**config.mk**
```make
export PLATFORM = sky130hd
export DESIGN_NAME = dcb_bus_if
export DESIGN_NICKNAME = d
export VERILOG_FILES = /design/src/rtl/dcb_pkg.sv /design/src/rtl/dcb_host_map.sv /design/src/rtl/dcb_bus_if.sv
export VERILOG_INCLUDE_DIRS = /design/src /design/src/rtl
export SDC_FILE = /design/constraint.sdc
export NUM_CORES = 2
export LEC_CHECK = 0
export ABC_AREA = 1
export ABC_CLOCK_PERIOD_IN_PS = 8800
export BUFFER_PORTS_ARGS = -buffer_cell sky130_fd_sc_hd__buf_2
export CAP_MARGIN = 15
export CORE_ASPECT_RATIO = 1.4
export CORE_MARGIN = 2
export CORE_UTILIZATION = 35
export DETAILED_ROUTE_END_ITERATION = 10
export HOLD_SLACK_MARGIN = 0.05
export MAX_ROUTING_LAYER = met4
export PLACE_DENSITY_LB_ADDON = 0.2
export SLEW_MARGIN = 20
export SYNTH_ARGS = -nofsm -noshare
export SYNTH_HDL_FRONTEND = slang
export SYNTH_HIERARCHICAL = 1
export SYNTH_SLANG_ARGS = --single-unit
```
**constraint.sdc**
```tcl
create_clock -name i_clk -period 8.8 [get_ports i_clk]
set_input_delay 0 -clock i_clk [delete_from_list [all_inputs] [get_ports i_clk]]
set_output_delay 0 -clock i_clk [all_outputs]
set_load 0.005 [all_outputs]
```
**src/rtl/dcb_consts.svh**
```systemverilog
// Timing-free constants for the dual controller bus interface.
// Assumes inclusion by bare name from rtl/ files.
`ifndef DCB_CONSTS_SVH
`define DCB_CONSTS_SVH
`define DCB_HOST_MEM_BYTES   4096
`define DCB_DEV_MEM_BYTES    2462
`define DCB_DEV_AREAS        16
`define DCB_DEV_PROG_EPS     14
`define DCB_EP_MIN_BYTES     16
`define DCB_EP_MAX_BYTES     1023
`define DCB_MAX_BLOCKS       32
`define DCB_HDR_BYTES        8
`define DCB_DWORD_BYTES      4
`define DCB_PIN_IDLE         10'h26a
`endif

```
**src/rtl/dcb_pkg.sv**
```systemverilog
// Types for the dual controller bus interface.
// Assumes nothing of its surroundings.
package dcb_pkg;
   typedef enum logic [2:0] {
      DCB_IDLE    = 3'b000,
      DCB_PIO_HST = 3'b001,
      DCB_PIO_DEV = 3'b010,
      DCB_DMA_HST = 3'b011,
      DCB_DMA_DEV = 3'b100,
      DCB_OFF     = 3'b101
   } dcb_path_e;
endpackage : dcb_pkg

```
**src/rtl/dcb_host_map.sv**
```systemverilog
// Host buffer map: region starts, block counts and iso next-header address.
// Assumes size settings are held stable by software while traffic runs.
`timescale 1ns/1ps
`include "dcb_consts.svh"
module dcb_host_map #(
   parameter int AW = 13
) (
   input  wire logic          i_clk,
   input  wire logic          i_rst,
   input  wire logic [AW-1:0] i_iso_size,
   input  wire logic [AW-1:0] i_int_size,
   input  wire logic [AW-1:0] i_async_size,
   input  wire logic [AW-1:0] i_int_blk,
   input  wire logic [AW-1:0] i_async_blk,
   input  wire logic [AW-1:0] i_iso_hdr,
   input  wire logic [AW-1:0] i_iso_total,
   output logic      [AW-1:0] o_iso_b_start,
   output logic      [AW-1:0] o_int_start,
   output logic      [AW-1:0] o_async_start,
   output logic      [AW-1:0] o_unused_start,
   output logic      [5:0]    o_int_blocks,
   output logic      [5:0]    o_async_blocks,
   output logic      [AW-1:0] o_iso_next_hdr
);
   logic [AW-1:0] pad_d;

   function automatic logic [5:0] blocks(input logic [AW-1:0] size, input logic [AW-1:0] blk);
      logic [AW-1:0] n;
      n = (blk == '0) ? '0 : size / (blk + AW'(`DCB_HDR_BYTES));
      blocks = (n > AW'(`DCB_MAX_BLOCKS)) ? 6'(`DCB_MAX_BLOCKS) : n[5:0];
   endfunction : blocks

   always_comb begin
      pad_d = (i_iso_total + AW'(`DCB_DWORD_BYTES - 1)) & ~AW'(`DCB_DWORD_BYTES - 1);
   end

   // Regions packed from zero in order iso A, iso B, interrupt, async.
   always_ff @(posedge i_clk or posedge i_rst) begin
      if (i_rst) begin
         o_iso_b_start  <= '0;
         o_int_start    <= '0;
         o_async_start  <= '0;
         o_unused_start <= '0;
      end else begin
         o_iso_b_start  <= i_iso_size;
         o_int_start    <= AW'(i_iso_size + i_iso_size);
         o_async_start  <= AW'(i_iso_size + i_iso_size + i_int_size);
         o_unused_start <= AW'(i_iso_size + i_iso_size + i_int_size + i_async_size);
      end
   end

   always_ff @(posedge i_clk or posedge i_rst) begin
      if (i_rst) begin
         o_int_blocks   <= '0;
         o_async_blocks <= '0;
      end else begin
         o_int_blocks   <= blocks(i_int_size, i_int_blk);
         o_async_blocks <= blocks(i_async_size, i_async_blk);
      end
   end

   always_ff @(posedge i_clk or posedge i_rst) begin
      if (i_rst) begin
         o_iso_next_hdr <= '0;
      end else begin
         o_iso_next_hdr <= AW'(i_iso_hdr + AW'(`DCB_HDR_BYTES) + pad_d);
      end
   end

   a_iso_pad: assert property (@(posedge i_clk) disable iff (i_rst)
      1'b1 |=> o_iso_next_hdr[1:0] == $past(i_iso_hdr[1:0]))
      else $error("iso header not dword aligned");
   a_blk_cap: assert property (@(posedge i_clk) disable iff (i_rst)
      o_int_blocks <= 6'd32 && o_async_blocks <= 6'd32)
      else $error("block count above cap");
   a_region_order: assert property (@(posedge i_clk) disable iff (i_rst)
      ##1 o_async_start == AW'(o_int_start + $past(i_int_size)))
      else $error("async start wrong");
endmodule : dcb_host_map

```
**src/rtl/dcb_bus_if.sv**
```systemverilog
// Bus interface top: routes PIO and DMA accesses to host or device controller paths.
// Assumes synchronous-to-i_clk controller sides; host pins pass three-stage synchronisers.
// Operation
// - Controller-select line routes each PIO access to host or device path.
// - Select low picks host PIO bus, high picks device PIO bus.
// - Register access is command phase then data phase, chosen by phase line.
// - Registers reachable by PIO only; buffers by PIO and DMA.
// - With chip select low, select wins and DMA acks are ignored.
// - With chip select high, DMA signals serve; select line ignored.
// - Ack without matching request is ignored.
// - Both requests and both acks active switches interface off.
// - Host DMA on ack1/req1/no req2, device mirrored, nothing if both requests.
// - In DMA cases the ack level alone enables the data bus; here the request and rd_n low are also needed.
// - Data bus floats whenever no access is in progress.
// - Host buffer is 4096 bytes in four regions.
// - Host regions placed from zero in order, starts are running sums.
// - Hardware sizes regions from settings; software keeps even, equal iso sizes.
// - Interrupt and async buffers split into equal blocks, at most 32.
// - Iso next header is header plus payload rounded to four bytes.
// - Device buffer is 2462 bytes in sixteen endpoint areas.
// - All sixteen endpoints configured before allocation, sizes 16 to 1023; here only endpoints 2 to 15 are flagged below 16.
// - Device buffer has no direct addressing, only endpoint buffer accesses.
// - Channel 1 carries host DMA, channel 2 device, ended by end of transfer.
`timescale 1ns/1ps
`include "dcb_consts.svh"
module dcb_bus_if #(
   parameter int DW = 16,
   parameter int AW = 13
) (
   input  wire logic          i_clk,
   input  wire logic          i_rst,
   input  wire logic          i_chip_sel_n,
   input  wire logic          i_controller_select_line,
   input  wire logic          i_phase_select_line,
   input  wire logic          i_rd_n,
   input  wire logic          i_wr_n,
   input  wire logic          i_host_dma_request,
   input  wire logic          i_host_dma_ack_n,
   input  wire logic          i_dev_dma_request,
   input  wire logic          i_dev_dma_ack_n,
   input  wire logic [DW-1:0] i_data,
   output logic      [DW-1:0] o_data,
   output logic               o_data_oe,
   input  wire logic [DW-1:0] i_host_rdata,
   input  wire logic [DW-1:0] i_dev_rdata,
   output logic      [DW-1:0] o_wdata,
   output logic               o_host_cmd_wr,
   output logic               o_host_data_wr,
   output logic               o_host_data_rd,
   output logic               o_host_buf_dma,
   output logic               o_dev_cmd_wr,
   output logic               o_dev_data_wr,
   output logic               o_dev_data_rd,
   output logic               o_dev_buf_dma,
   output logic               o_dma_write,
   input  wire logic          i_host_end_of_transfer,
   input  wire logic          i_dev_end_of_transfer,
   output logic               o_host_dma_done,
   output logic               o_dev_dma_done,
   output logic               o_bus_off,
   output logic [2:0]         o_path,
   input  wire logic [AW-1:0] i_iso_buffer_size_setting,
   input  wire logic [AW-1:0] i_interrupt_buffer_size_setting,
   input  wire logic [AW-1:0] i_async_buffer_size_setting,
   input  wire logic [AW-1:0] i_interrupt_block_size_setting,
   input  wire logic [AW-1:0] i_async_block_size_setting,
   input  wire logic [AW-1:0] i_iso_hdr_addr,
   input  wire logic [AW-1:0] i_iso_total_size,
   output logic      [AW-1:0] o_iso_b_start,
   output logic      [AW-1:0] o_int_start,
   output logic      [AW-1:0] o_async_start,
   output logic      [AW-1:0] o_unused_start,
   output logic      [5:0]    o_int_blocks,
   output logic      [5:0]    o_async_blocks,
   output logic      [AW-1:0] o_iso_next_hdr,
   output logic               o_host_map_overflow,
   input  wire logic          i_ep_cfg_wr,
   input  wire logic [3:0]    i_ep_cfg_index,
   input  wire logic          i_ep_cfg_dbl,
   input  wire logic [9:0]    i_ep_cfg_size,
   output logic               o_ep_alloc_done,
   output logic               o_ep_cfg_err
);
   localparam int NSYNC = 10;
   localparam int NEP   = `DCB_DEV_AREAS;

   // Three-stage synchronisers; a change counts when stages two and three agree.
   logic [NSYNC-1:0] s1_q;
   logic [NSYNC-1:0] s2_q;
   logic [NSYNC-1:0] s3_q;
   logic [NSYNC-1:0] pin_q;
   logic [NSYNC-1:0] raw;

   assign raw = {i_chip_sel_n, i_controller_select_line, i_phase_select_line, i_rd_n, i_wr_n,
                 i_host_dma_request, i_host_dma_ack_n, i_dev_dma_request, i_dev_dma_ack_n,
                 1'b0};

   always_ff @(posedge i_clk or posedge i_rst) begin
      if (i_rst) begin
         s1_q <= `DCB_PIN_IDLE;
         s2_q <= `DCB_PIN_IDLE;
         s3_q <= `DCB_PIN_IDLE;
      end else begin
         s1_q <= raw;
         s2_q <= s1_q;
         s3_q <= s2_q;
      end
   end

   genvar g;
   generate
      for (g = 0; g < NSYNC; g++) begin : g_pin
         always_ff @(posedge i_clk or posedge i_rst) begin
            if (i_rst) begin
               pin_q[g] <= 1'((`DCB_PIN_IDLE) >> g);
            end else if (s2_q[g] == s3_q[g]) begin
               pin_q[g] <= s3_q[g];
            end
         end
      end
   endgenerate

   logic cs_n;
   logic csel;
   logic phase;
   logic rd_n;
   logic wr_n;
   logic req1;
   logic ack1_n;
   logic req2;
   logic ack2_n;
   assign cs_n   = pin_q[9];
   assign csel   = pin_q[8];
   assign phase  = pin_q[7];
   assign rd_n   = pin_q[6];
   assign wr_n   = pin_q[5];
   assign req1   = pin_q[4];
   assign ack1_n = pin_q[3];
   assign req2   = pin_q[2];
   assign ack2_n = pin_q[1];

   // Arbitration of the bus owner.
   dcb_pkg::dcb_path_e path_d;
   always_comb begin
      path_d = dcb_pkg::DCB_IDLE;
      if (!cs_n) begin
         path_d = csel ? dcb_pkg::DCB_PIO_DEV : dcb_pkg::DCB_PIO_HST;
      end else if (req1 && req2 && !ack1_n && !ack2_n) begin
         path_d = dcb_pkg::DCB_OFF;
      end else if (req1 && req2) begin
         path_d = dcb_pkg::DCB_IDLE;
      end else if (req1 && !ack1_n) begin
         path_d = dcb_pkg::DCB_DMA_HST;
      end else if (req2 && !ack2_n) begin
         path_d = dcb_pkg::DCB_DMA_DEV;
      end
   end

   dcb_pkg::dcb_path_e path_q;
   always_ff @(posedge i_clk or posedge i_rst) begin
      if (i_rst) begin
         path_q <= dcb_pkg::DCB_IDLE;
      end else begin
         path_q <= path_d;
      end
   end
   assign o_path   = path_q;
   assign o_bus_off = (path_q == dcb_pkg::DCB_OFF);

   // Strobes: each PIO or DMA access is a single pulse on the falling strobe edge.
   logic rd_prev_q;
   logic wr_prev_q;
   logic rd_fall;
   logic wr_fall;
   always_ff @(posedge i_clk or posedge i_rst) begin
      if (i_rst) begin
         rd_prev_q <= 1'b1;
         wr_prev_q <= 1'b1;
      end else begin
         rd_prev_q <= rd_n;
         wr_prev_q <= wr_n;
      end
   end
   assign rd_fall = rd_prev_q && !rd_n;
   assign wr_fall = wr_prev_q && !wr_n;

   logic pio_h;
   logic pio_d;
   logic dma_h;
   logic dma_d;
   assign pio_h = (path_d == dcb_pkg::DCB_PIO_HST);
   assign pio_d = (path_d == dcb_pkg::DCB_PIO_DEV);
   assign dma_h = (path_d == dcb_pkg::DCB_DMA_HST);
   assign dma_d = (path_d == dcb_pkg::DCB_DMA_DEV);

   always_ff @(posedge i_clk or posedge i_rst) begin
      if (i_rst) begin
         o_host_cmd_wr  <= 1'b0;
         o_host_data_wr <= 1'b0;
         o_host_data_rd <= 1'b0;
         o_dev_cmd_wr   <= 1'b0;
         o_dev_data_wr  <= 1'b0;
         o_dev_data_rd  <= 1'b0;
         o_host_buf_dma <= 1'b0;
         o_dev_buf_dma  <= 1'b0;
         o_dma_write    <= 1'b0;
      end else begin
         o_host_cmd_wr  <= pio_h && phase && wr_fall;
         o_host_data_wr <= pio_h && !phase && wr_fall;
         o_host_data_rd <= pio_h && !phase && rd_fall;
         o_dev_cmd_wr   <= pio_d && phase && wr_fall;
         o_dev_data_wr  <= pio_d && !phase && wr_fall;
         o_dev_data_rd  <= pio_d && !phase && rd_fall;
         // DMA reaches buffers only, never the command port.
         o_host_buf_dma <= dma_h && (rd_fall || wr_fall);
         o_dev_buf_dma  <= dma_d && (rd_fall || wr_fall);
         o_dma_write    <= (dma_h || dma_d) && wr_fall;
      end
   end

   always_ff @(posedge i_clk or posedge i_rst) begin
      if (i_rst) begin
         o_wdata <= '0;
      end else if (wr_fall) begin
         o_wdata <= i_data;
      end
   end

   // Read data and drive enable; in DMA the served request/ack path with rd_n low opens the bus.
   always_ff @(posedge i_clk or posedge i_rst) begin
      if (i_rst) begin
         o_data    <= '0;
         o_data_oe <= 1'b0;
      end else begin
         o_data    <= (pio_d || dma_d) ? i_dev_rdata : i_host_rdata;
         o_data_oe <= !rd_n && ((pio_h || pio_d) && !phase || dma_h || dma_d);
      end
   end

   always_ff @(posedge i_clk or posedge i_rst) begin
      if (i_rst) begin
         o_host_dma_done <= 1'b0;
         o_dev_dma_done  <= 1'b0;
      end else begin
         o_host_dma_done <= i_host_end_of_transfer;
         o_dev_dma_done  <= i_dev_end_of_transfer;
      end
   end

   dcb_host_map #(
      .AW (AW)
   ) u_map (
      .i_clk          (i_clk),
      .i_rst          (i_rst),
      .i_iso_size     (i_iso_buffer_size_setting),
      .i_int_size     (i_interrupt_buffer_size_setting),
      .i_async_size   (i_async_buffer_size_setting),
      .i_int_blk      (i_interrupt_block_size_setting),
      .i_async_blk    (i_async_block_size_setting),
      .i_iso_hdr      (i_iso_hdr_addr),
      .i_iso_total    (i_iso_total_size),
      .o_iso_b_start  (o_iso_b_start),
      .o_int_start    (o_int_start),
      .o_async_start  (o_async_start),
      .o_unused_start (o_unused_start),
      .o_int_blocks   (o_int_blocks),
      .o_async_blocks (o_async_blocks),
      .o_iso_next_hdr (o_iso_next_hdr)
   );

   // Flags a map reaching past the host memory end.
   always_ff @(posedge i_clk or posedge i_rst) begin
      if (i_rst) begin
         o_host_map_overflow <= 1'b0;
      end else begin
         o_host_map_overflow <= ({1'b0, o_unused_start} > (AW+1)'(`DCB_HOST_MEM_BYTES));
      end
   end

   // Endpoint configuration; allocation waits until all sixteen are written.
   logic [NEP-1:0] ep_seen_q;
   logic [11:0]    ep_bytes_q [NEP];
   logic [15:0]    ep_total;
   always_ff @(posedge i_clk or posedge i_rst) begin
      if (i_rst) begin
         ep_seen_q <= '0;
         for (int k = 0; k < NEP; k++) ep_bytes_q[k] <= '0;
      end else if (i_ep_cfg_wr) begin
         ep_seen_q[i_ep_cfg_index]  <= 1'b1;
         ep_bytes_q[i_ep_cfg_index] <= i_ep_cfg_dbl ? {1'b0, i_ep_cfg_size, 1'b0}
                                                    : {2'b00, i_ep_cfg_size};
      end
   end
   always_comb begin
      ep_total = '0;
      for (int k = 0; k < NEP; k++) ep_total = 16'(ep_total + {4'h0, ep_bytes_q[k]});
   end

   always_ff @(posedge i_clk or posedge i_rst) begin
      if (i_rst) begin
         o_ep_alloc_done <= 1'b0;
         o_ep_cfg_err    <= 1'b0;
      end else begin
         o_ep_alloc_done <= &ep_seen_q && ep_total <= 16'(`DCB_DEV_MEM_BYTES);
         if (i_ep_cfg_wr && i_ep_cfg_index > 4'h1 &&
             (i_ep_cfg_size < 10'(`DCB_EP_MIN_BYTES))) begin
            o_ep_cfg_err <= 1'b1;
         end
      end
   end

   a_cs_wins: assert property (@(posedge i_clk) disable iff (i_rst)
      !cs_n |=> path_q == dcb_pkg::DCB_PIO_HST || path_q == dcb_pkg::DCB_PIO_DEV)
      else $error("dma served under chip select");
   a_sel_route: assert property (@(posedge i_clk) disable iff (i_rst)
      !cs_n && csel |=> path_q == dcb_pkg::DCB_PIO_DEV)
      else $error("select high not device");
   a_ack_no_req: assert property (@(posedge i_clk) disable iff (i_rst)
      cs_n && !req1 && !req2 |=> path_q == dcb_pkg::DCB_IDLE)
      else $error("ack without request served");
   a_all_off: assert property (@(posedge i_clk) disable iff (i_rst)
      cs_n && req1 && req2 && !ack1_n && !ack2_n |=> o_bus_off && !o_data_oe)
      else $error("bus not off");
   a_host_dma: assert property (@(posedge i_clk) disable iff (i_rst)
      cs_n && req1 && !req2 && !ack1_n |=> path_q == dcb_pkg::DCB_DMA_HST)
      else $error("host dma not served");
   a_float_idle: assert property (@(posedge i_clk) disable iff (i_rst)
      path_d == dcb_pkg::DCB_IDLE |=> !o_data_oe)
      else $error("bus driven idle");
   a_cmd_no_read: assert property (@(posedge i_clk) disable iff (i_rst)
      !cs_n && phase |=> !o_data_oe)
      else $error("command port driven");
   a_dma_no_cmd: assert property (@(posedge i_clk) disable iff (i_rst)
      cs_n |=> !o_host_cmd_wr && !o_dev_cmd_wr)
      else $error("register reached by dma");
   c_host_pio: cover property (@(posedge i_clk) o_host_cmd_wr ##[1:40] o_host_data_rd);
   c_dev_dma: cover property (@(posedge i_clk) o_dev_buf_dma);
   c_off: cover property (@(posedge i_clk) o_bus_off);
endmodule : dcb_bus_if

```
* Word level (Yosys, flattened, before mapping)
Index checks and enable logic that the tools add are counted.
** Storage, ports and cells
- Bits in registers :: 373
- Input bits :: 168
- Output and inout port bits :: 128
- Word-level logic and storage cells :: 165
** Cells by class
- Add/sub/neg operators :: 23
- Div/mod/pow operators :: 2
- $lt $le $gt $ge :: 10
- Eq/ne operators :: 14
- Mux-type cells :: 17
- Bitwise operators :: 2
- Reduce and logical (&&, ||, !) cells :: 41
** Operator list (count)
- bitwise mux 192 bit :: 1
- adder 16 x 12 -> 16 bit :: 11
- adder 13 bit :: 4
- demux 12 bit (select 4 bit) :: 1
- adder 13 x 4 -> 13 bit (second input constant) :: 3
- logical AND 1 bit :: 27
- divider 13 x 13 -> 13 bit :: 2
- > comparator 13 x 6 -> 1 bit (second input constant) :: 2
- logical NOT 13 bit :: 2
- 2-to-1 mux 13 bit :: 2
- adder 15 x 12 -> 16 bit :: 1
- less-or-equal comparator 16 x 12 -> 1 bit (second input constant) :: 1
- 2-to-1 mux 16 bit :: 1
- bitwise OR 16 bit :: 1
- AND reduction 16 bit :: 1
- adder 14 x 12 -> 15 bit :: 1
- 2-to-1 mux 3 bit :: 5
- adder 13 x 12 -> 14 bit :: 1
- adder 12 x 12 -> 13 bit :: 1
- adder 13 x 2 -> 13 bit (second input constant) :: 1
- > comparator 13 bit (second input constant) :: 1
- 2-to-1 mux 12 bit :: 1
- 2-to-1 mux 6 bit :: 2
- 2-to-1 mux 11 bit :: 1
- other kinds (16) :: 35

* Longest topological paths before layout
- Word-level depth :: 17
- Depth in mapped cells :: 165
- Depth with buffers taken out :: 161

* By module
Netlist, hierarchy kept.
** By module, submodules not included
- dcb_bus_if :: times used 1, cells an instance 1459, area an instance 14829.2 sq um, sequential area each 7034.2 sq um
- dcb_host_map :: times used 1, cells an instance 1913, area an instance 12759.7 sq um, sequential area each 1601.5 sq um

* Worst setup path before layout
OpenSTA, ideal clock, no wires.
- Path type :: input -> register
- From :: input i_async_block_size_setting[3]
- To :: register u_map.o_async_blocks[0]
- Library setup time :: 72 ps
- Data arrival time :: 18918 ps
- Required time :: 8728 ps
- Slack :: -10190 ps
- Cell stages on the path :: 149
- Buffers on the path :: 5
- Cells stage by stage :: ha_1 -> xnor2_1 -> nand2_1 -> nor2_2 -> nand4_1 -> nand3_1 -> nand2_1 -> ha_1 -> o21ai_0 -> a21oi_1 -> nand2_1 -> o21ai_0 -> o31ai_2 -> ha_1 -> o21ai_0 -> inv_1 -> or2_2 -> a21o_1 -> [... 113 more ...] -> a21o_1 -> nand2_1 -> clkbuf_1 -> nand2_1 -> o21ai_0 -> ha_1 -> a21oi_1 -> o21ai_0 -> a21oi_1 -> o21bai_1 -> a21oi_1 -> nor3_1 -> a211oi_1 -> o211ai_1 -> o21ai_0 -> nand4_1 -> o21a_1 -> nor2_1
** On the way
- Cells in the longest elaborated chain, start to end :: 5
- Elaborated cells between the ends (all ways) :: 6
- Those cells by class :: add/sub (1); div (1); order compare (1); mux (2); reduce/logical (1)
** RTL lines
- from (decl) :: line dcb_bus_if.sv:66 : input wire logic [AW-1:0] i_async_block_size_setting,
- adder 13 x 4 -> 13 bit :: line dcb_host_map.sv:29 : n = (blk == '0) ? '0 : size / (blk + AW'(`DCB_HDR_BYTES));
- divider 13 x 13 -> 13 bit :: line dcb_host_map.sv:29
- 2-to-1 mux 13 bit * :: line dcb_host_map.sv:29
- > comparator 13 x 6 -> 1 bit :: line dcb_host_map.sv:30 : blocks = (n > AW'(`DCB_MAX_BLOCKS)) ? 6'(`DCB_MAX_BLOCKS) : n[5:0];
- 2-to-1 mux 6 bit * :: line dcb_host_map.sv:30
- to (signal assigned) :: line dcb_host_map.sv:58 : o_async_blocks <= blocks(i_async_size, i_async_blk);
- to (decl) :: line dcb_host_map.sv:22 : output logic [5:0] o_async_blocks,
Every way passes the cells marked *; elsewhere a longest branch is shown, timed or not.
A chain may end at the register's enable or synchronous reset.

* Worst setup path after layout
- From :: input i_interrupt_block_size_setting[0]
- To :: register u_map.o_int_blocks[3]
** On the way
- Cells in the longest elaborated chain, start to end :: 5
- Elaborated cells between the ends (all ways) :: 6
- Those cells by class :: add/sub (1); div (1); order compare (1); mux (2); reduce/logical (1)
** RTL lines
- from (decl) :: line dcb_bus_if.sv:65 : input wire logic [AW-1:0] i_interrupt_block_size_setting,
- adder 13 x 4 -> 13 bit :: line dcb_host_map.sv:29
- divider 13 x 13 -> 13 bit :: line dcb_host_map.sv:29
- 2-to-1 mux 13 bit * :: line dcb_host_map.sv:29
- > comparator 13 x 6 -> 1 bit :: line dcb_host_map.sv:30
- 2-to-1 mux 6 bit * :: line dcb_host_map.sv:30
- to (signal assigned) :: line dcb_host_map.sv:57 : o_int_blocks <= blocks(i_int_size, i_int_blk);
- to (decl) :: line dcb_host_map.sv:21 : output logic [5:0] o_int_blocks,
Marks and branches as above.

==> flow_metrics.env <==
export IMPL_cts_buffers=39
export IMPL_synth_common_cells="nand2_1 (744), inv_1 (551), dfrtp_1 (322)"
export IMPL_seq_area_frac_synth=0.313
export IMPL_grt_pass1_vias=26700
export IMPL_clk_path_buf_depth=3
export IMPL_synth_cell_area_um2=27600
export IMPL_setup_viol=12
export IMPL_antenna_found_initial=3
export IMPL_placementRows=121
export IMPL_critical_path_class="in2reg"
export IMPL_crit_fanout=7
export IMPL_worst_pin_slew_ns=1.09
export IMPL_via_per_inst=4.62
export IMPL_setup_slack_ns=-9.22
export IMPL_track_usage=0.220
export IMPL_yosysMostFrequentCell="nand2_1"
export IMPL_synthFlopType="dfrtp_1"
export IMPL_drt_iter0_drc=1066
export IMPL_status="finished, violations left"
export IMPL_synth_seq_cells=344
export IMPL_ff2ff_path_depth=24
export IMPL_insertion_delay_ns=0.57
export IMPL_fmax_mhz=55.5
export IMPL_final_layout_size_suffix_gt1_frac=0.356
export IMPL_cts_tree="yes"
export IMPL_multi_input_area_um2=18000
export IMPL_r2r_start="ep_bytes_q[2]"
export IMPL_synth_edf_count=0
export IMPL_rrSetupSlack_ns=3.31
export IMPL_fin_crit_ns=18.02
export IMPL_cp_end_kind="flip-flop"
export IMPL_core_region_area_um2=78000
export IMPL_start_kind="input port"
export IMPL_vias=25800
export IMPL_die_height_um=336
export IMPL_critPathArrivalTime_ns=18.51
export IMPL_final_nets=5093
export IMPL_postRouteAntennaNets=0
export IMPL_holdPathEnd="u_map/o_async_start[12]"
export IMPL_start_util=0.354
export IMPL_avgRoutedWirePerCell_um=15.6
export IMPL_portBuffers=294
export IMPL_htreeDepth=2
export IMPL_holdPathStages=4
export IMPL_r2r_end="o_ep_alloc_done"
export IMPL_wl_mm=87.0
export IMPL_ys_warn_count=6
export IMPL_dieArea_um2=81100
export IMPL_drc=0
export IMPL_synthCells=3372
export IMPL_hold_violations=0
export IMPL_path_clk_slew_ns=0.07
export IMPL_final_core_util=0.516
export IMPL_syn_nets=3948
export IMPL_drt_pass1_iter_count=5
export IMPL_synth_largest_area_cell="dfrtp_1"
export IMPL_hold_slack_ns=0.0860
export IMPL_max_cap_viol_count=0
export IMPL_grt_pass1_wl_mm=136
export IMPL_slowest_stage="ha_4"
export IMPL_yosys_area_top_type_share=0.292
export IMPL_avgSynthCellArea_um2=8.18
export IMPL_hold_start="i_interrupt_buffer_size_setting[12]"
export IMPL_slowest_delay_ns=0.30
export IMPL_synthDistinctLibCells=58
export IMPL_synthToLayoutAreaGrowth_pct=45.7
export IMPL_fin_skew_ns=0.0192
export IMPL_fill_cells=7378
export IMPL_cp_required_ns=9.29
export IMPL_grt_ovfl_total=0
export IMPL_violations="setup timing"
export IMPL_hpwlAfterDp_mm=65.9
export IMPL_min_path_type="in2reg"
export IMPL_post_layout_nonfiller_instances=5591
export IMPL_root_buffer="clkbuf_16"
export IMPL_place_inst=5231
export IMPL_rsz0062_at_grt="true"
export IMPL_grt_max_degree=149
export IMPL_ios=296
export IMPL_slew_headroom=0.274
export IMPL_maxSlewViolCount=0
export IMPL_numClockSinks=344
export IMPL_synth_async_reset_ratio=1.00
export IMPL_seq_area_um2=8640
export IMPL_min_period_over_period=2.05
export IMPL_yosys_top_cells_area="dfrtp_1 (29%), ha_1 (12%), fa_1 (11%)"
export IMPL_gp_congestion=0.907
export IMPL_die_x_um=241
[through the flow]
stage | setup TNS (ns) | area (µm²) | setup slack, ns
2_1_floorplan | -81.01 | 28100 | -8.86
3_3_place_gp | -95.63 | 34900 | -10.77
3_5_place_dp | -97.90 | 34900 | -10.81
4_1_cts | -83.04 | 38700 | -9.03
5_1_grt | -99.33 | 40200 | -10.49
6_report | -84.82 | 40200 | -9.22
[routing by layer]
layer	GRT usage	vias up	share of wire
met2	0.419	438	0.54
met5	-	-	0
li1	-	13000	-
met4	0.0598	0	0.028
met1	0.235	12300	0.39
met3	0.0305	131	0.039
[worst max-delay path by stage]
| stage | start | to | depth (start not counted) |
|---|---|---|---|
| after floorplan | i_interrupt_block_size_setting[0] | u_map/o_int_blocks[3] | 157 |
| after global placement | i_interrupt_block_size_setting[3] | u_map/o_int_blocks[3] | 151 |
| after detailed placement | i_interrupt_block_size_setting[3] | u_map/o_int_blocks[3] | 152 |
| after CTS | i_interrupt_block_size_setting[0] | u_map/o_int_blocks[3] | 157 |
| after global routing | i_interrupt_block_size_setting[0] | u_map/o_int_blocks[3] | 156 |
| final | i_interrupt_block_size_setting[0] | u_map/o_int_blocks[3] | 148 |
[cell usage in the layout, fill, tap and decap left out, types with 35 or more instances in the layout]
master         Yosys  routed
a21oi_1          119      89
buf_2             26     287
buf_4             21     732
clkbuf_16          0      41
dfrtp_1          322     322
dlygate4sd3_1      0     152
fa_1             153     153
ha_1             255     217
ha_4               0      38
inv_1            551     513
inv_2             17      45
nand2_1          744     646
nand2_2           29     105
nand3_1          154     138
nor2_1           185     159
nor3_1            43      35
o21ai_0          243     195
o21ai_1           22      36
o21ai_2           37      62
xnor2_1           57      54
xor2_1            74      74
[cell type report]
class / instances / area share
repair buffers: 1192 / 0.217
multi-input cells: 2368 / 0.448
repair inverters: 1 / 0.000187
flip-flops and latches: 344 / 0.215
well taps: 1045 / 0.0325
inverters: 571 / 0.0542
clock buffers: 47 / 0.0270
clock inverters: 21 / 0.00619
diodes: 2 / 0.000125
[state kept, by name, summed over array words and instances (netlist names), 11 cells and up]
signal,flops
o_data,16
u_map/o_unused_start,13
o_wdata,16
u_map/o_iso_next_hdr,13
ep_bytes_q,176
ep_seen_q,16
u_map/o_async_start,13
u_map/o_int_start,11
[critical path: cells and delay by family]
kind,cells,cell delay (ns)
AO/OA/AOI/OAI,37,5.05
AND/OR/NAND/NOR,65,7.00
adder cells (fa/ha/maj),13,3.37
XOR/XNOR,2,0.27
buffers and inverters,31,2.77
[logic make-up after synthesis]
group / Yosys count / synth area share
compound gates: 509 / 0.108
buf+inv: 662 / 0.0956
simple gates: 1292 / 0.205
other cells: 1 / 0.000136
mux: 16 / 0.00653
xor+xnor: 131 / 0.0416
fa+ha+maj: 417 / 0.230
flops: 344 / 0.313
[repair_timing]
| action | CTS | global route |
|---|---|---|
| gates cloned | 2 | 3 |
| hold buffers | 152 | 0 |
| hold endpoints to repair | 278 | 0 |
| setup buffers | 69 | 67 |
| gates resized for setup | 100 | 238 |
| pin swaps | 87 | 220 |
| setup endpoints to repair | 12 | 12 |
Power is not shown: default switching activity piles up to over one toggle a cycle in this logic, so the estimate is an artifact.
